==> src/rtl/pb_seq_defines.vh <==
// Constants for the push-button power sequencer: register offsets, fields, resets, timing.
// Assumes a 50 MHz system clock and the plain register port of the sequencer.
`ifndef PB_SEQ_DEFINES_VH
`define PB_SEQ_DEFINES_VH

`define CLK_HZ 50000000
`define CLK_KHZ 50000
// Register offsets on the plain port.
`define REG_CTRL 4'h0
`define REG_IRQ_MASK 4'h1
`define REG_STATUS 4'h2
`define REG_IRQ_PEND 4'h3
// Control register fields.
`define CTRL_FRC_BIT 0
`define CTRL_HIBERNATE_READY_FLAG_BIT 1
`define CTRL_AUXA_BIT 2
`define CTRL_AUXB_BIT 3
`define CTRL_RESET 8'h00
// Interrupt mask fields; a one unmasks.
`define MASK_SYS_BIT 0
`define MASK_FLT_BIT 1
`define MASK_RESET 8'h00
// Sequencing delays in milliseconds, and clock cycles per millisecond.
`define T_CORE_MS 8'h02
`define T_MEM_MS 8'h04
`define T_USB_MS 8'h08
`define MS_CYCLES 24'h00C350
`define RST_TIMEOUT_MS_DEFAULT 16'h0040

`endif

==> src/rtl/pb_power_sequencer.v <==
// Push-button power sequencer: rail enables, manual reset, button status, interrupt output.
// Assumes comparator results and host pins arrive asynchronously; registers on a plain port.
//
// Contract
// - Resistive button press and direct manual reset are told apart; only direct resets.
// - Direct press drives reset low at once, held until release and timeout expiry.
// - Button-status output is driven low while the button is pressed, else released.
// - Reset output low at startup until timeout after io rail power-good.
// - Interrupt output driven low while any unmasked interrupt condition is present.
// - Interrupt sources reset masked; software unmasks each one through registers.
// - Enable order: io buck, oscillator LDO, core buck, memory buck, usb LDO.
// - At io power-good, oscillator LDO enables and reset output asserts together.
// - Core at 2ms, memory at 4ms, usb at 8ms after io power-good.
// - Actual delays may lie within (T-1ms)*88% to T*112% of typical.
// - Reset released at timer expiry only if io rail is still power-good.
// - Button released before hold and hibernate-high: boot ends, all rails off except a memory buck kept on by the force flag.
// - Force flag set keeps memory buck on without power-hold.
// - From hibernate a press enables rails; io good starts core and reset timer.
// - Button enables five rails; hold keeps memory buck; hibernate-low keeps others.
// - Hibernate: hold, hibernate-low low, force flag set; only memory buck stays on.
//
// Implementation choices: the register addresses and the plain strobed port.
`timescale 1ns/1ns
`include "pb_seq_defines.vh"
module pb_power_sequencer #(
    parameter [15:0] RST_TIMEOUT_MS = `RST_TIMEOUT_MS_DEFAULT,
    parameter [23:0] MS_CYCLES = `MS_CYCLES
) (
    input wire clk,
    input wire resetn,
    input wire button_press_in,
    input wire manual_reset_in,
    input wire power_hold,
    input wire hibernate_low,
    input wire io_power_good,
    input wire sys_level_status_n,
    input wire fault_in,
    input wire [3:0] reg_addr,
    input wire [7:0] reg_wdata,
    input wire reg_wr,
    input wire reg_rd,
    output reg [7:0] reg_rdata,
    output wire reset_out_n_o,
    output wire reset_out_n_oe,
    output wire button_status_out_o,
    output wire button_status_out_oe,
    output wire interrupt_out_n_o,
    output wire interrupt_out_n_oe,
    output reg memory_buck_en,
    output reg io_buck_en,
    output reg core_buck_en,
    output reg oscillator_ldo_en,
    output reg usb_ldo_en,
    output reg aux_ldo_a_en,
    output reg aux_ldo_b_en
);

////////////////////////////////////////////////////////////////////////////////
// Input synchronisers.

localparam NSYNC = 7;
reg [NSYNC-1:0] sync1_q;
reg [NSYNC-1:0] sync2_q;
wire [NSYNC-1:0] async_in;
assign async_in = {fault_in, sys_level_status_n, io_power_good, hibernate_low,
                   power_hold, manual_reset_in, button_press_in};

always @(posedge clk or negedge resetn) begin
    if (!resetn) begin
        sync1_q <= 7'h00;
        sync2_q <= 7'h00;
    end else begin
        sync1_q <= async_in;
        sync2_q <= sync1_q;
    end
end

wire press_s = sync2_q[0] | sync2_q[1];
wire mreset_s = sync2_q[1];
wire hold_s = sync2_q[2];
wire hib_high_s = sync2_q[3];
wire io_good_s = sync2_q[4];
wire sys_low_s = sync2_q[5];
wire fault_s = sync2_q[6];

////////////////////////////////////////////////////////////////////////////////
// Registers.

reg [7:0] ctrl_q;
reg [7:0] mask_q;
wire frc_on = ctrl_q[`CTRL_FRC_BIT];
wire ctrl_we = reg_wr && (reg_addr == `REG_CTRL);
wire mask_we = reg_wr && (reg_addr == `REG_IRQ_MASK);

always @(posedge clk or negedge resetn) begin
    if (!resetn) begin
        ctrl_q <= `CTRL_RESET;
    end else if (ctrl_we) begin
        ctrl_q <= reg_wdata;
    end
end

always @(posedge clk or negedge resetn) begin
    if (!resetn) begin
        mask_q <= `MASK_RESET;
    end else if (mask_we) begin
        mask_q <= reg_wdata;
    end
end

////////////////////////////////////////////////////////////////////////////////
// Sequencer state machine.

localparam S_OFF = 5'h01;
localparam S_WAIT_IO = 5'h02;
localparam S_BOOT = 5'h04;
localparam S_ON = 5'h08;
localparam S_HIB = 5'h10;

localparam MS_W = 24;
localparam [MS_W-1:0] MS_LAST = MS_CYCLES - 24'h000001;
localparam [7:0] T_CORE = `T_CORE_MS;
localparam [7:0] T_MEM = `T_MEM_MS;
localparam [7:0] T_USB = `T_USB_MS;
localparam [15:0] T_RST = RST_TIMEOUT_MS;

reg [4:0] state_q;
reg [4:0] state_d;
reg wake_q;
reg [MS_W-1:0] tick_cnt_q;
reg [7:0] seq_ms_q;
reg [15:0] rst_ms_q;
reg rst_run_q;
reg reset_low_q;
wire ms_tick = (tick_cnt_q == MS_LAST);
wire rst_expired = rst_run_q && (rst_ms_q >= T_RST);
// Hold together with hibernate-low high means the host has taken over the rails.
wire host_holds = hold_s & hib_high_s;

always @* begin
    state_d = state_q;
    case (state_q)
        S_OFF: begin
            if (press_s)
                state_d = S_WAIT_IO;
        end
        S_WAIT_IO: begin
            if (!press_s && !host_holds)
                state_d = S_OFF;
            else if (io_good_s)
                state_d = S_BOOT;
        end
        S_BOOT: begin
            if (!press_s && !host_holds)
                state_d = frc_on ? S_HIB : S_OFF;
            else if (host_holds && !press_s)
                state_d = S_ON;
        end
        S_ON: begin
            if (!hib_high_s)
                state_d = (hold_s || frc_on) ? S_HIB : S_OFF;
        end
        S_HIB: begin
            if (press_s)
                state_d = S_WAIT_IO;
            else if (!hold_s && !frc_on)
                state_d = S_OFF;
        end
        default: state_d = S_OFF;
    endcase
end

wire timer_phase = (state_q == S_BOOT) || (state_q == S_ON);

always @(posedge clk or negedge resetn) begin
    if (!resetn) begin
        state_q <= S_OFF;
    end else begin
        state_q <= state_d;
    end
end

// The wake flag marks a boot that started in hibernate, so core, memory and usb rails come up with the oscillator LDO.
always @(posedge clk or negedge resetn) begin
    if (!resetn) begin
        wake_q <= 1'b0;
    end else if (state_q == S_HIB) begin
        wake_q <= 1'b1;
    end else if (state_q == S_OFF || state_q == S_ON) begin
        wake_q <= 1'b0;
    end
end

// The timebase starts at power-good and keeps running in on, so a manual reset can time out.
always @(posedge clk or negedge resetn) begin
    if (!resetn) begin
        tick_cnt_q <= 24'h000000;
    end else if (!timer_phase || ms_tick) begin
        tick_cnt_q <= 24'h000000;
    end else begin
        tick_cnt_q <= tick_cnt_q + 24'h000001;
    end
end

always @(posedge clk or negedge resetn) begin
    if (!resetn) begin
        seq_ms_q <= 8'h00;
    end else if (state_q != S_BOOT) begin
        seq_ms_q <= 8'h00;
    end else if (ms_tick && seq_ms_q != 8'hFF) begin
        seq_ms_q <= seq_ms_q + 8'h01;
    end
end

// A direct press holds the timer at zero, so the timeout is counted from the release.
// The first millisecond after a release may be partial; that loss stays within the tolerance.
always @(posedge clk or negedge resetn) begin
    if (!resetn) begin
        rst_run_q <= 1'b0;
        rst_ms_q <= 16'h0000;
    end else if (!timer_phase) begin
        rst_run_q <= 1'b0;
        rst_ms_q <= 16'h0000;
    end else if (mreset_s) begin
        rst_run_q <= 1'b1;
        rst_ms_q <= 16'h0000;
    end else begin
        rst_run_q <= 1'b1;
        if (ms_tick && !rst_expired)
            rst_ms_q <= rst_ms_q + 16'h0001;
    end
end

always @(posedge clk or negedge resetn) begin
    if (!resetn) begin
        reset_low_q <= 1'b1;
    end else if (!timer_phase) begin
        reset_low_q <= 1'b1;
    end else if (mreset_s) begin
        reset_low_q <= 1'b1;
    end else if (rst_expired && io_good_s) begin
        reset_low_q <= 1'b0;
    end
end

////////////////////////////////////////////////////////////////////////////////
// Rail enables.

wire seq_phase = (state_q == S_BOOT);
wire run_phase = (state_q == S_ON);
wire io_buck_d = (state_q == S_WAIT_IO) || seq_phase || run_phase;
wire oscillator_ldo_d = seq_phase || run_phase;
wire core_buck_d = (seq_phase && (wake_q || seq_ms_q >= T_CORE)) || run_phase;
wire usb_ldo_d = (seq_phase && (wake_q || seq_ms_q >= T_USB)) || run_phase;
// The force flag keeps the memory rail up in every state until software clears it.
wire memory_buck_d = (seq_phase && (wake_q || seq_ms_q >= T_MEM)) || run_phase
                     || (state_q == S_HIB) || frc_on;

always @(posedge clk or negedge resetn) begin
    if (!resetn) begin
        io_buck_en <= 1'b0;
        oscillator_ldo_en <= 1'b0;
        core_buck_en <= 1'b0;
        memory_buck_en <= 1'b0;
        usb_ldo_en <= 1'b0;
        aux_ldo_a_en <= 1'b0;
        aux_ldo_b_en <= 1'b0;
    end else begin
        io_buck_en <= io_buck_d;
        oscillator_ldo_en <= oscillator_ldo_d;
        core_buck_en <= core_buck_d;
        memory_buck_en <= memory_buck_d;
        usb_ldo_en <= usb_ldo_d;
        aux_ldo_a_en <= run_phase && ctrl_q[`CTRL_AUXA_BIT];
        aux_ldo_b_en <= run_phase && ctrl_q[`CTRL_AUXB_BIT];
    end
end

////////////////////////////////////////////////////////////////////////////////
// Open-drain outputs and interrupt.

reg irq_q;
reg bstat_q;
wire sys_pend = sys_low_s & mask_q[`MASK_SYS_BIT];
wire flt_pend = fault_s & mask_q[`MASK_FLT_BIT];

// The interrupt follows its sources as a level; nothing is latched, so software reads status.
always @(posedge clk or negedge resetn) begin
    if (!resetn) begin
        irq_q <= 1'b0;
    end else begin
        irq_q <= sys_pend | flt_pend;
    end
end

always @(posedge clk or negedge resetn) begin
    if (!resetn) begin
        bstat_q <= 1'b0;
    end else begin
        bstat_q <= press_s;
    end
end

assign reset_out_n_o = 1'b0;
assign reset_out_n_oe = reset_low_q;
assign button_status_out_o = 1'b0;
assign button_status_out_oe = bstat_q;
assign interrupt_out_n_o = 1'b0;
assign interrupt_out_n_oe = irq_q;

////////////////////////////////////////////////////////////////////////////////
// Read port; data valid in the cycle after the strobe.

reg [7:0] rdata_d;
always @* begin
    rdata_d = 8'h00;
    if (reg_rd) begin
        case (reg_addr)
            `REG_CTRL: rdata_d = ctrl_q;
            `REG_IRQ_MASK: rdata_d = mask_q;
            `REG_STATUS: rdata_d = {io_good_s, reset_low_q, press_s, fault_s,
                                    sys_low_s, hib_high_s, hold_s, wake_q};
            `REG_IRQ_PEND: rdata_d = {6'h00, flt_pend, sys_pend};
            default: rdata_d = 8'h00;
        endcase
    end
end

// Read data stand for one cycle and then return to zero, so a stale value is never seen.
always @(posedge clk or negedge resetn) begin
    if (!resetn) begin
        reg_rdata <= 8'h00;
    end else begin
        reg_rdata <= rdata_d;
    end
end

endmodule // pb_power_sequencer

==> config.mk <==
export PLATFORM = sky130hd
export DESIGN_NAME = pb_power_sequencer
export DESIGN_NICKNAME = d
export VERILOG_FILES = /design/src/rtl/pb_power_sequencer.v
export VERILOG_INCLUDE_DIRS = /design/src /design/src/rtl
export SDC_FILE = /design/constraint.sdc
export NUM_CORES = 1
export LEC_CHECK = 0
export BUFFER_PORTS_ARGS = -buffer_cell sky130_fd_sc_hd__buf_2
export CORE_MARGIN = 3
export CORE_UTILIZATION = 45
export CTS_CLUSTER_DIAMETER = 80
export CTS_CLUSTER_SIZE = 10
export DETAILED_ROUTE_END_ITERATION = 7
export PLACE_DENSITY = 0.61
export SYNTH_ARGS = -nofsm -noshare
export SYNTH_HDL_FRONTEND = slang
export SYNTH_SLANG_ARGS = --single-unit
==> constraint.sdc <==
create_clock -name clk -period 3.35 [get_ports clk]
set_input_delay 0.335 -clock clk [delete_from_list [all_inputs] [get_ports clk]]
set_output_delay 0.335 -clock clk [all_outputs]
set_load 0.005 [all_outputs]
==> metrics.cfg, run 1 <==
[drt]
remaining_number_of_nets_flagged_by_the_antenna_check_after_routing=0
route.detailed.drc=0
drt_first_pass_iters=4
vias_after_detailed_routing=3478
vias_per_cell=5.43
route.detailed.wl_per_inst_um=15.1
drt_iter0_drc=145
route.final.wire_length_um=9680

[finish]
num_antenna_cells=0
finalNonFillerCells=641
final_core_util=0.510
flow.area_growth_from_synthesis_pct=9.94
layout-drive-gt1-share=0.188
postLayoutCellArea_sq_um=5260
final.fill_count=953
finish.net_count=529

[yosys]
yosysSeqAreaShare=0.534
count_of_flip_flops_with_a_built_in_enable_after_synthesis=0
ys_top_cells_by_count=dfrtp_1 (100), nor2_1 (59), nand2_1 (40)
synthesis.yosys.warnings=0
synthArstFlopShare=1.00
ys_types=51
synth_cells=463
most_frequently_used_cell_type_in_the_post_synthesis_netlist=dfrtp_1
synth_flop_cell=dfrtp_1
synth_top_cell_by_area=dfrtp_1
synthTopCellsByArea=dfrtp_1 (52%), nor2_1 (4.6%), mux2_2 (4.2%), nand2_1 (3.1%), xor2_1 (3.1%)
synthesis.area_sq_um=4780
synth-seq-cells=102
area_share_of_the_largest_cell_type_after_synthesis=0.523
avgSynthCellArea_sq_um=10.3

[global_routing]
global_route.overflow_total=0
maximum_number_of_pins_on_one_net_before_global_route_repair=63
grt_antenna_before_repair=0
first_global_vias=3298
grt_first_pass_wirelength_um=16400
groute.usage.overall=0.178

[place]
place_area_sq_um=5090
dp.final_hpwl_um=6660
placedCellCount=625
place_congestion=0.812
numPortBuffers=40

[sta]
timing.max_slew.rel_slack=0.485
finalHoldWorstSlack_ns=0.00603
slew_violations=0
fin_crit_period_ns=2.58
period_share=0.769
rsz0062_at_grt=no
worst_slew_pin_tran_ns=0.773
final.setup_skew_ns=0.0201
max_freq_mhz=388
final_number_of_setup_violating_endpoints=0
finalHoldViolCount=0
total_negative_setup_slack_ns=0

[pwr]
power-per-cell-area_nw_per_um2=464
leakage_uw=0.00232
power.ir.vdd_worst_mv=0.287

[critical_path]
worst_setup_path_end_kind=flop
setup.worst_path.class=flop to flop
reg2reg_slack_ns=0.77
critical_path.startpoint_type=flop
worst-r2r-cell-count=6
critPathMaxFanout=26
cp_data_required_time_ns=3.65
worst-endpoint-arrival_ns=2.88

[clock_network]
cts_root_buf=clkbuf_8
clockBufferDepth=2
clkSinkCount=102
clock_insertion_delay_worst_skew_ns=0.39
cts_made_buffers=9
tritoncts=built
cts_resized=0
buffer_count_from_post_cts_setup_fixing=0
postCtsHoldBufs=0
register_clock_pin_slew_on_the_reported_worst_setup_and_hold_paths_ns=0.11
h-tree-depth=3

[floorplan]
core_region_area_sq_um=10300
initial_core_util=0.463
chipWidth_um=109
pin_count=44
die_area_sq_um=11900
die_h_um=109
placement_rows=37

[min_path]
hold_path.class=input port to asynchronous set/reset pin

[run]
max_cap_viol_count=0

[outcome]
outcome=finished clean

-- flip-flops by register name, indices dropped and copies added (netlist names), 5 cells and up --
| signal | count |
|---|---|
| ctrl_q | 8 |
| mask_q | 8 |
| reg_rdata | 8 |
| rst_ms_q | 16 |
| seq_ms_q | 8 |
| state_q | 5 |
| sync1_q | 7 |
| sync2_q | 7 |
| tick_cnt_q | 24 |
-- power by group --
part / switching (uW) / internal (uW) / leakage [uW]
sequential: 85.4 / 1320 / 0.00135
combinational: 161 / 149 / 0.000881
clock: 446 / 277 / 0.0000886
total: 692 / 1750 / 0.00232
-- stage by stage --
stage	total power, uW	setup slack [ns]
2_1_floorplan	1640	1.04
3_3_place_gp	1740	0.887
3_5_place_dp	1750	0.782
4_1_cts	2470	0.764
5_1_grt	2570	0.615
6_report	2440	0.774
-- worst max-delay path: stages, from the launching register on --
cell     delay (ns)
dfrtp_1        0.39
ha_1           0.23
nand4_2        0.12
or2_0          0.36
or4_4          0.71
or4_1          0.51
a21oi_1        0.15
-- final timing paths --
check / startpoint / to
max reg2reg: tick_cnt_q[0] / rst_ms_q[7]
min reg2reg: sync1_q[1] / sync2_q[1]
max in group asynchronous: resetn / tick_cnt_q[15]
min: resetn / state_q[4]
min in group clk: fault_in / sync1_q[6]
max: tick_cnt_q[0] / rst_ms_q[7]
-- cells by family (layout without fill, tap and decap cells) --
kind of cell / after synthesis / in the layout / share of synthesized area
and+or+nand+nor: 208 / 208 / 0.225
DFF: 102 / 102 / 0.534
AOI/OAI and AO/OA: 61 / 61 / 0.0821
buffers and inverters: 31 / 71 / 0.0314
muxes: 28 / 28 / 0.0633
xor gates and xnor gates: 26 / 26 / 0.0476
adders and majority gates: 6 / 6 / 0.0157
other: 1 / 3 / 0.000784
-- layer usage --
| layer | GRT usage | vias up | routed length, um |
|---|---|---|---|
| met1 | 0.247 | 1694 | 4700 |
| met2 | 0.271 | 68 | 4390 |
| li1 | - | 1704 | - |
| met3 | 0.0462 | 12 | 435 |
| met5 | 0 | - | 0 |
| met4 | 0.0595 | 0 | 153 |
-- placed cells by master (no fill, tap or decap), drive strengths merged, types with 10 or more instances in the layout --
master	n
dfrtp	100
nor2	59
buf	44
nand2	40
nand3	20
mux2	18
a21oi	17
xor2	17
nand4	16
inv	13
o21ai	12
nor4	11
mux2i	10
clkbuf	10
-- cell type report --
class                      instances  area, sq um  area share
clock buffer                      10          128      0.0243
inverter                          11         41.3     0.00785
tap                              136          170      0.0324
sequential                       102         2550       0.486
multi-input combinational        332         2090       0.397
timing repair buffer              44          233      0.0442
clock inverter                     6         46.3     0.00880
(Power assumes the default switching activity.)
==> run 2, diff against run 1 <==
PLACE_DENSITY = 0.64   (was 0.61)
clock period = 2.1 ns   (was 3.35 ns; I/O delays follow)
==> run 2 against run 1 <==
- the flow now finishes with violations (setup timing)
- sequential cell count unchanged
- maximum frequency up 16%
- sequential share of layout area decreased by 5.5 points
- worst hold slack improved by 0.067 ns
- total power grew 71%
- combinational power is 95% higher
- die area did not move
- routed wire length up 9.7%
- clock-buffer cell count unchanged
- largest cell class unchanged
- highest routed layer unchanged
==> metrics.cfg, run 2 (synthesis results as in run 1) <==
[sta]
period_share=1.05  ; +0.284
setup_ws_ns=-0.112  ; -0.885 ns
final_number_of_setup_violating_endpoints=11  ; +11
worst_slew_pin_tran_ns=0.550  ; -0.223 ns
final.setup_skew_ns=0.00867  ; -0.0114 ns
max_freq_mhz=452  ; +16%
fin_crit_period_ns=2.21  ; -0.365 ns
finalHoldViolCount=0  ; unchanged
timing.max_slew.rel_slack=0.633  ; +0.148
slew_violations=0  ; unchanged
rsz0062_at_grt=yes
finalHoldWorstSlack_ns=0.0728  ; +0.0668 ns

[floorplan]
placement_rows=37  ; unchanged
core_region_area_sq_um=10300  ; unchanged
die_area_sq_um=11900  ; unchanged
pin_count=44  ; unchanged
die_h_um=109  ; unchanged
initial_core_util=0.463  ; unchanged
chipWidth_um=109  ; unchanged

[critical_path]
reg2reg_to=rst_ms_q[7]
critPathMaxFanout=7  ; -73%
setup.worst_path.class=flop to flop
cp_data_required_time_ns=2.41  ; -1.24 ns
crit_top_cell=or4_4
r2r-start=tick_cnt_q[10]
crit_chain=nor4_2 -> nand3_1 -> or4_4 -> or4_4 -> a21oi_2
cpPeakStageDelay_ns=0.64  ; -0.07 ns
timing.critical_path.slowest_stage_cell=or4_4
worst_setup_path_startpoint=tick_cnt_q[10]
worst-r2r-cell-count=5  ; -1
worst_setup_path_end_kind=flop
critical_path.startpoint_type=flop
worst-endpoint-arrival_ns=2.52  ; -0.36 ns
reg2reg_slack_ns=-0.11  ; -0.89 ns

[clock_network]
clock_insertion_delay_worst_skew_ns=0.37  ; -0.02 ns
clkSinkCount=102  ; unchanged
cts_root_buf=clkbuf_8
cts_made_buffers=9  ; unchanged
clockBufferDepth=2  ; unchanged
h-tree-depth=3  ; unchanged
tritoncts=built
register_clock_pin_slew_on_the_reported_worst_setup_and_hold_paths_ns=0.10  ; about the same

[global_routing]
global_route.overflow_total=0  ; unchanged
first_global_vias=3672  ; +11%
grt_antenna_before_repair=0  ; unchanged
grt_first_pass_wirelength_um=18000  ; +10%
groute.usage.overall=0.192  ; +0.0143
maximum_number_of_pins_on_one_net_before_global_route_repair=48  ; -24%

[finish]
num_antenna_cells=0  ; unchanged
layout_top_registers=tick_cnt_q: 24 flops, rst_ms_q: 16 flops
finalNonFillerCells=703  ; +9.7%
layout-drive-gt1-share=0.296  ; +0.108
finish.net_count=591  ; +12%
layout_common_cells=dfrtp_1 (100), nor2_1 (59), buf_4 (53)
registers.top_by_ff_count=tick_cnt_q
largest_register_ffs=24  ; unchanged
final_common_cell=dfrtp_1
flow.area_growth_from_synthesis_pct=24.0

[drt]
vias_per_cell=5.36  ; -1.3%
route.detailed.drc=0  ; unchanged
drt_iter0_drc=276  ; +90%
vias_after_detailed_routing=3765  ; +8.3%
remaining_number_of_nets_flagged_by_the_antenna_check_after_routing=0  ; unchanged
route.final.wire_length_um=10600  ; +9.7%
route.detailed.wl_per_inst_um=15.1  ; about the same
drt_first_pass_iters=4  ; unchanged

[pwr]
power.ir.vdd_worst_mv=0.452  ; +57%
power-per-cell-area_nw_per_um2=702  ; +51%
leakage_uw=0.00268  ; +16%
total_power_uw=4160  ; +71%

[outcome]
outcome=complete, but fails checks
failed_checks=setup timing

[place]
dp.final_hpwl_um=7310  ; +9.7%
numPortBuffers=40  ; unchanged
placedCellCount=674  ; +7.8%
place_congestion=0.875  ; +7.8%

[min_path]
hold_path.class=input port to flop
timing.hold.worst_path_depth=2
hp-start=reg_wdata[3]
endpoint_of_the_worst_hold_path=mask_q[3]

[run]
max_cap_viol_count=0  ; unchanged

## run 2: cell count changes in the layout (fill, tap and decap cells not counted), sizes merged
cell         change
buf             +52
bufinv           +1
clkbuf           +1
clkinv           -2
clkinvlp         -1
dlygate4sd3      +8
inv              +2
or4              +1
## run 2: worst max-delay path by stage
stage                    to  slack [ns]  cells past startpoint
3_5_place_dp    rst_ms_q[7]       -0.12                      5
2_1_floorplan  rst_ms_q[11]       -0.20                      8
3_3_place_gp    rst_ms_q[7]       -0.06                      6
6_report        rst_ms_q[7]       -0.11                      5
4_1_cts         rst_ms_q[7]       -0.13                      5
5_1_grt        rst_ms_q[11]       -0.20                      5
## run 2: report_power, final
group          internal, uW  switching [uW]  total [uW]  leakage (uW)
clock network           603             723        1330      0.000108
logic                   297             307         604       0.00123
registers              2110             121        2230       0.00135
total                  3010            1150        4160       0.00268
## run 2: critical path, delay by kind of cell, from the launching register on
family          cells  cell delay, ns
simple gates        4            1.62
flops               1            0.40
compound gates      1            0.13
## run 2: area by class of cell
type                    count  area, sq um
inverters                  11         41.3
well taps                 136          170
clock buffers              10          138
repair buffers            105          761
flip-flops and latches    102         2550
clock inverters             6         73.8
fillers                   889         4390
multi-input cells         333         2190
## run 2: what timing repair did
item / 4_1_cts / 5_1_grt
hold endpoints to repair: 28 / 0
endpoints found under the setup margin: 12 / 38
pin swaps: 9 / 9
hold buffers: 8 / 0
gates resized for setup: 6 / 19
cloned: 1 / 1
buffers inserted: 1 / 2
## run 2: routing by layer
metal	wire length, um	vias up	GRT usage
met5	0	-	0
met4	129	0	0.0550
met3	453	10	0.0391
met2	5160	84	0.303
met1	4880	1836	0.269
li1	-	1835	-
## run 2: metrics by stage
| step | setup TNS (ns) | worst slack [ns] | area [sq um] | util |
|---|---|---|---|---|
| floorplan | -1.88 | -0.197 | 4800 | - |
| global placement | -0.286 | -0.0633 | 5480 | 0.531 |
| detailed placement | -0.806 | -0.124 | 5480 | 0.531 |
| CTS | -1.06 | -0.129 | 5810 | 0.563 |
| global route | -1.94 | -0.204 | 5930 | 0.575 |
| finish | -0.881 | -0.112 | 5930 | 0.575 |
==> run 3, diff against run 2 <==
clock period = 1.85 ns   (was 2.1 ns; I/O delays follow)
==> run 3 against run 2 <==
- the flow still finishes with violations (setup timing)
- combinational power grew 33%
- sequential share of layout area shrank 2.5 points
- critical path depth grew 3
- clock skew grew 0.0013 ns
- via count grew 4.0%
- routed wire length grew 5.0%
- register-to-register slack lost 0.32 ns
- cell count grew 4.8%
- core utilization grew 3.6 points
- clock-buffer cell count shrank 1
- critical path type unchanged
- largest power group unchanged
- highest routed layer unchanged
==> metrics.cfg, run 3 (synthesis results as in run 1) <==
[global_routing]
groute.usage.overall=0.197  ; +0.00501
grt_first_pass_wirelength_um=18400  ; +2.3%
maximum_number_of_pins_on_one_net_before_global_route_repair=43  ; -10%
grt_antenna_before_repair=0  ; unchanged
grt_util_met3=0.0379  ; -0.00118
grt_use_met1=0.272  ; +0.00249
first_global_vias=3799  ; +3.5%
grt_most_used_layer=met2
grt_util_met2=0.315  ; +0.0118
global_route.overflow_total=0  ; unchanged

[run]
max_cap_viol_count=0  ; unchanged

[critical_path]
r2r-start=tick_cnt_q[4]
crit_top_cell=buf_4
timing.critical_path.slowest_stage_cell=or4_4
critical_path.startpoint_type=flop
reg2reg_to=rst_ms_q[13]
worst-endpoint-arrival_ns=2.54  ; +0.02 ns
cpLargestDelayFamily=simple AND/OR/NAND/NOR gates
reg2reg_slack_ns=-0.43  ; -0.32 ns
cpPeakStageDelay_ns=0.63  ; about the same
worst_setup_path_end_kind=flop
setup.worst_path.class=flop to flop
cp_data_required_time_ns=2.11  ; -0.30 ns
worst_path_buffer_plus_inverter_count=3  ; +3
worst-r2r-cell-count=8  ; +3
critPathMaxFanout=8  ; +1
crit_chain=nor4_2 -> nand3_1 -> or4_4 -> buf_6 -> buf_4 -> buf_4 -> o211ai_1 -> nand2_1

[sta]
setup_ws_ns=-0.431  ; -0.319 ns
slew_violations=0  ; unchanged
timing.max_slew.rel_slack=0.630  ; -0.00263
finalHoldViolCount=0  ; unchanged
final_number_of_setup_violating_endpoints=41  ; +30
total_negative_setup_slack_ns=-5.31  ; -4.43 ns
fin_crit_period_ns=2.28  ; +0.0694 ns
rsz0062_at_grt=yes
final.setup_skew_ns=0.00994  ; +0.00126 ns
worst_slew_pin_tran_ns=0.555  ; +0.00508 ns
max_freq_mhz=438  ; -3.0%
period_share=1.23  ; +0.180

[place]
dp.final_hpwl_um=7490  ; +2.5%
numPortBuffers=40  ; unchanged
preCtsSetupSlack_ns=-0.384  ; -0.260 ns
placedCellCount=698  ; +3.6%
place_congestion=0.852  ; -2.7%

[pwr]
intPower_uw=3330  ; +11%
power_frac_comb=0.170  ; +0.025
clockPowerShare=0.299  ; -0.020
reg_power_frac=0.530  ; -0.006
power.ir.vdd_worst_mv=0.486  ; +7.6%
netSwitchingPower_uw=1390  ; +21%
leakage_uw=0.00289  ; +7.7%
swShare=0.295  ; +0.0186
total_power_uw=4730  ; +14%
power-per-cell-area_nw_per_um2=750  ; +6.9%

[finish]
layout_top_registers=tick_cnt_q: 24 flops, rst_ms_q: 16 flops
layout_common_cells=dfrtp_1 (100), buf_4 (86), nor2_1 (59)
final_common_cell=dfrtp_1
largest_register_ffs=24  ; unchanged
num_antenna_cells=0  ; unchanged
finalNonFillerCells=737  ; +4.8%
layout-drive-gt1-share=0.356  ; +0.0598
finish.net_count=625  ; +5.8%
flow.area_growth_from_synthesis_pct=31.7
registers.top_by_ff_count=tick_cnt_q

[floorplan]
pin_count=44  ; unchanged
die_h_um=109  ; unchanged
placement_rows=37  ; unchanged
die_area_sq_um=11900  ; unchanged
initial_core_util=0.463  ; unchanged
chipWidth_um=109  ; unchanged
core_region_area_sq_um=10300  ; unchanged

[clock_network]
tritoncts=built
clkSinkCount=102  ; unchanged
clock_insertion_delay_worst_skew_ns=0.38  ; about the same
cts_made_buffers=9  ; unchanged
clockBufferDepth=2  ; unchanged
cts_root_buf=clkbuf_8
h-tree-depth=3  ; unchanged
register_clock_pin_slew_on_the_reported_worst_setup_and_hold_paths_ns=0.11  ; about the same

[min_path]
hold_path.class=input port to flop
hp-start=reg_wdata[3]
timing.hold.worst_path_depth=2  ; unchanged
endpoint_of_the_worst_hold_path=mask_q[3]

[outcome]
failed_checks=setup timing
outcome=complete, but fails checks

[drt]
remaining_number_of_nets_flagged_by_the_antenna_check_after_routing=0  ; unchanged
vias_after_detailed_routing=3916  ; +4.0%
route.detailed.drc=0  ; unchanged
drt_iter0_drc=187  ; -32%
route.detailed.wl_per_inst_um=15.1  ; +0.19%
vias_per_cell=5.31  ; -0.79%
drt_first_pass_iters=5  ; +1
route.final.wire_length_um=11200  ; +5.0%

==> run 3: layer usage <==
layer	wire length, um	part of all wire	vias to the layer above
met1	5130	0.46	1931
met2	5510	0.49	72
met4	168	0.015	0
met5	0	0	-
li1	-	-	1897
met3	352	0.032	16
==> run 3: final cells by class <==
type / count / area [sq um]
sequential: 102 / 2550
fill: 856 / 4020
multi-input combinational: 332 / 2300
inverter: 11 / 41.3
clock buffer: 9 / 124
tap: 136 / 170
timing repair buffer: 140 / 1040
clock inverter: 7 / 71.3
==> run 3: worst max-delay path by stage <==
stage | start | endpoint | depth (start not counted)
2_1_floorplan | tick_cnt_q[0] | rst_ms_q[11] | 8
3_3_place_gp | tick_cnt_q[1] | rst_ms_q[7] | 6
3_5_place_dp | tick_cnt_q[10] | rst_ms_q[11] | 5
4_1_cts | tick_cnt_q[4] | rst_ms_q[8] | 6
5_1_grt | tick_cnt_q[1] | rst_ms_q[13] | 9
6_report | tick_cnt_q[4] | rst_ms_q[13] | 8
==> run 3: timing repair <==
action | 4_1_cts | 5_1_grt
endpoints found under the setup margin | 42 | 48
hold buffers | 8 | 0
setup buffers | 8 | 7
cloned | 1 | 0
resized for setup | 19 | 24
pin swaps | 16 | 16
endpoints found under the hold margin | 43 | 0
==> run 3: stage by stage <==
| stage | area [sq um] | hold slack (ns) | util |
|---|---|---|---|
| 2_1_floorplan | 4820 | -0.111 | - |
| 3_3_place_gp | 5670 | 0.205 | 0.549 |
| 3_5_place_dp | 5670 | 0.213 | 0.549 |
| 4_1_cts | 6100 | 0.0197 | 0.591 |
| 5_1_grt | 6300 | 0.0278 | 0.611 |
| 6_report | 6300 | 0.0426 | 0.611 |
==> run 3: power by group through the flow <==
stage	logic [uW]	clock network [uW]	registers (uW)
after CTS	790	1460	2500
final	805	1420	2510
after floorplan	461	0	2510
after global routing	888	1550	2530
after global placement	728	0	2540
after detailed placement	746	0	2550
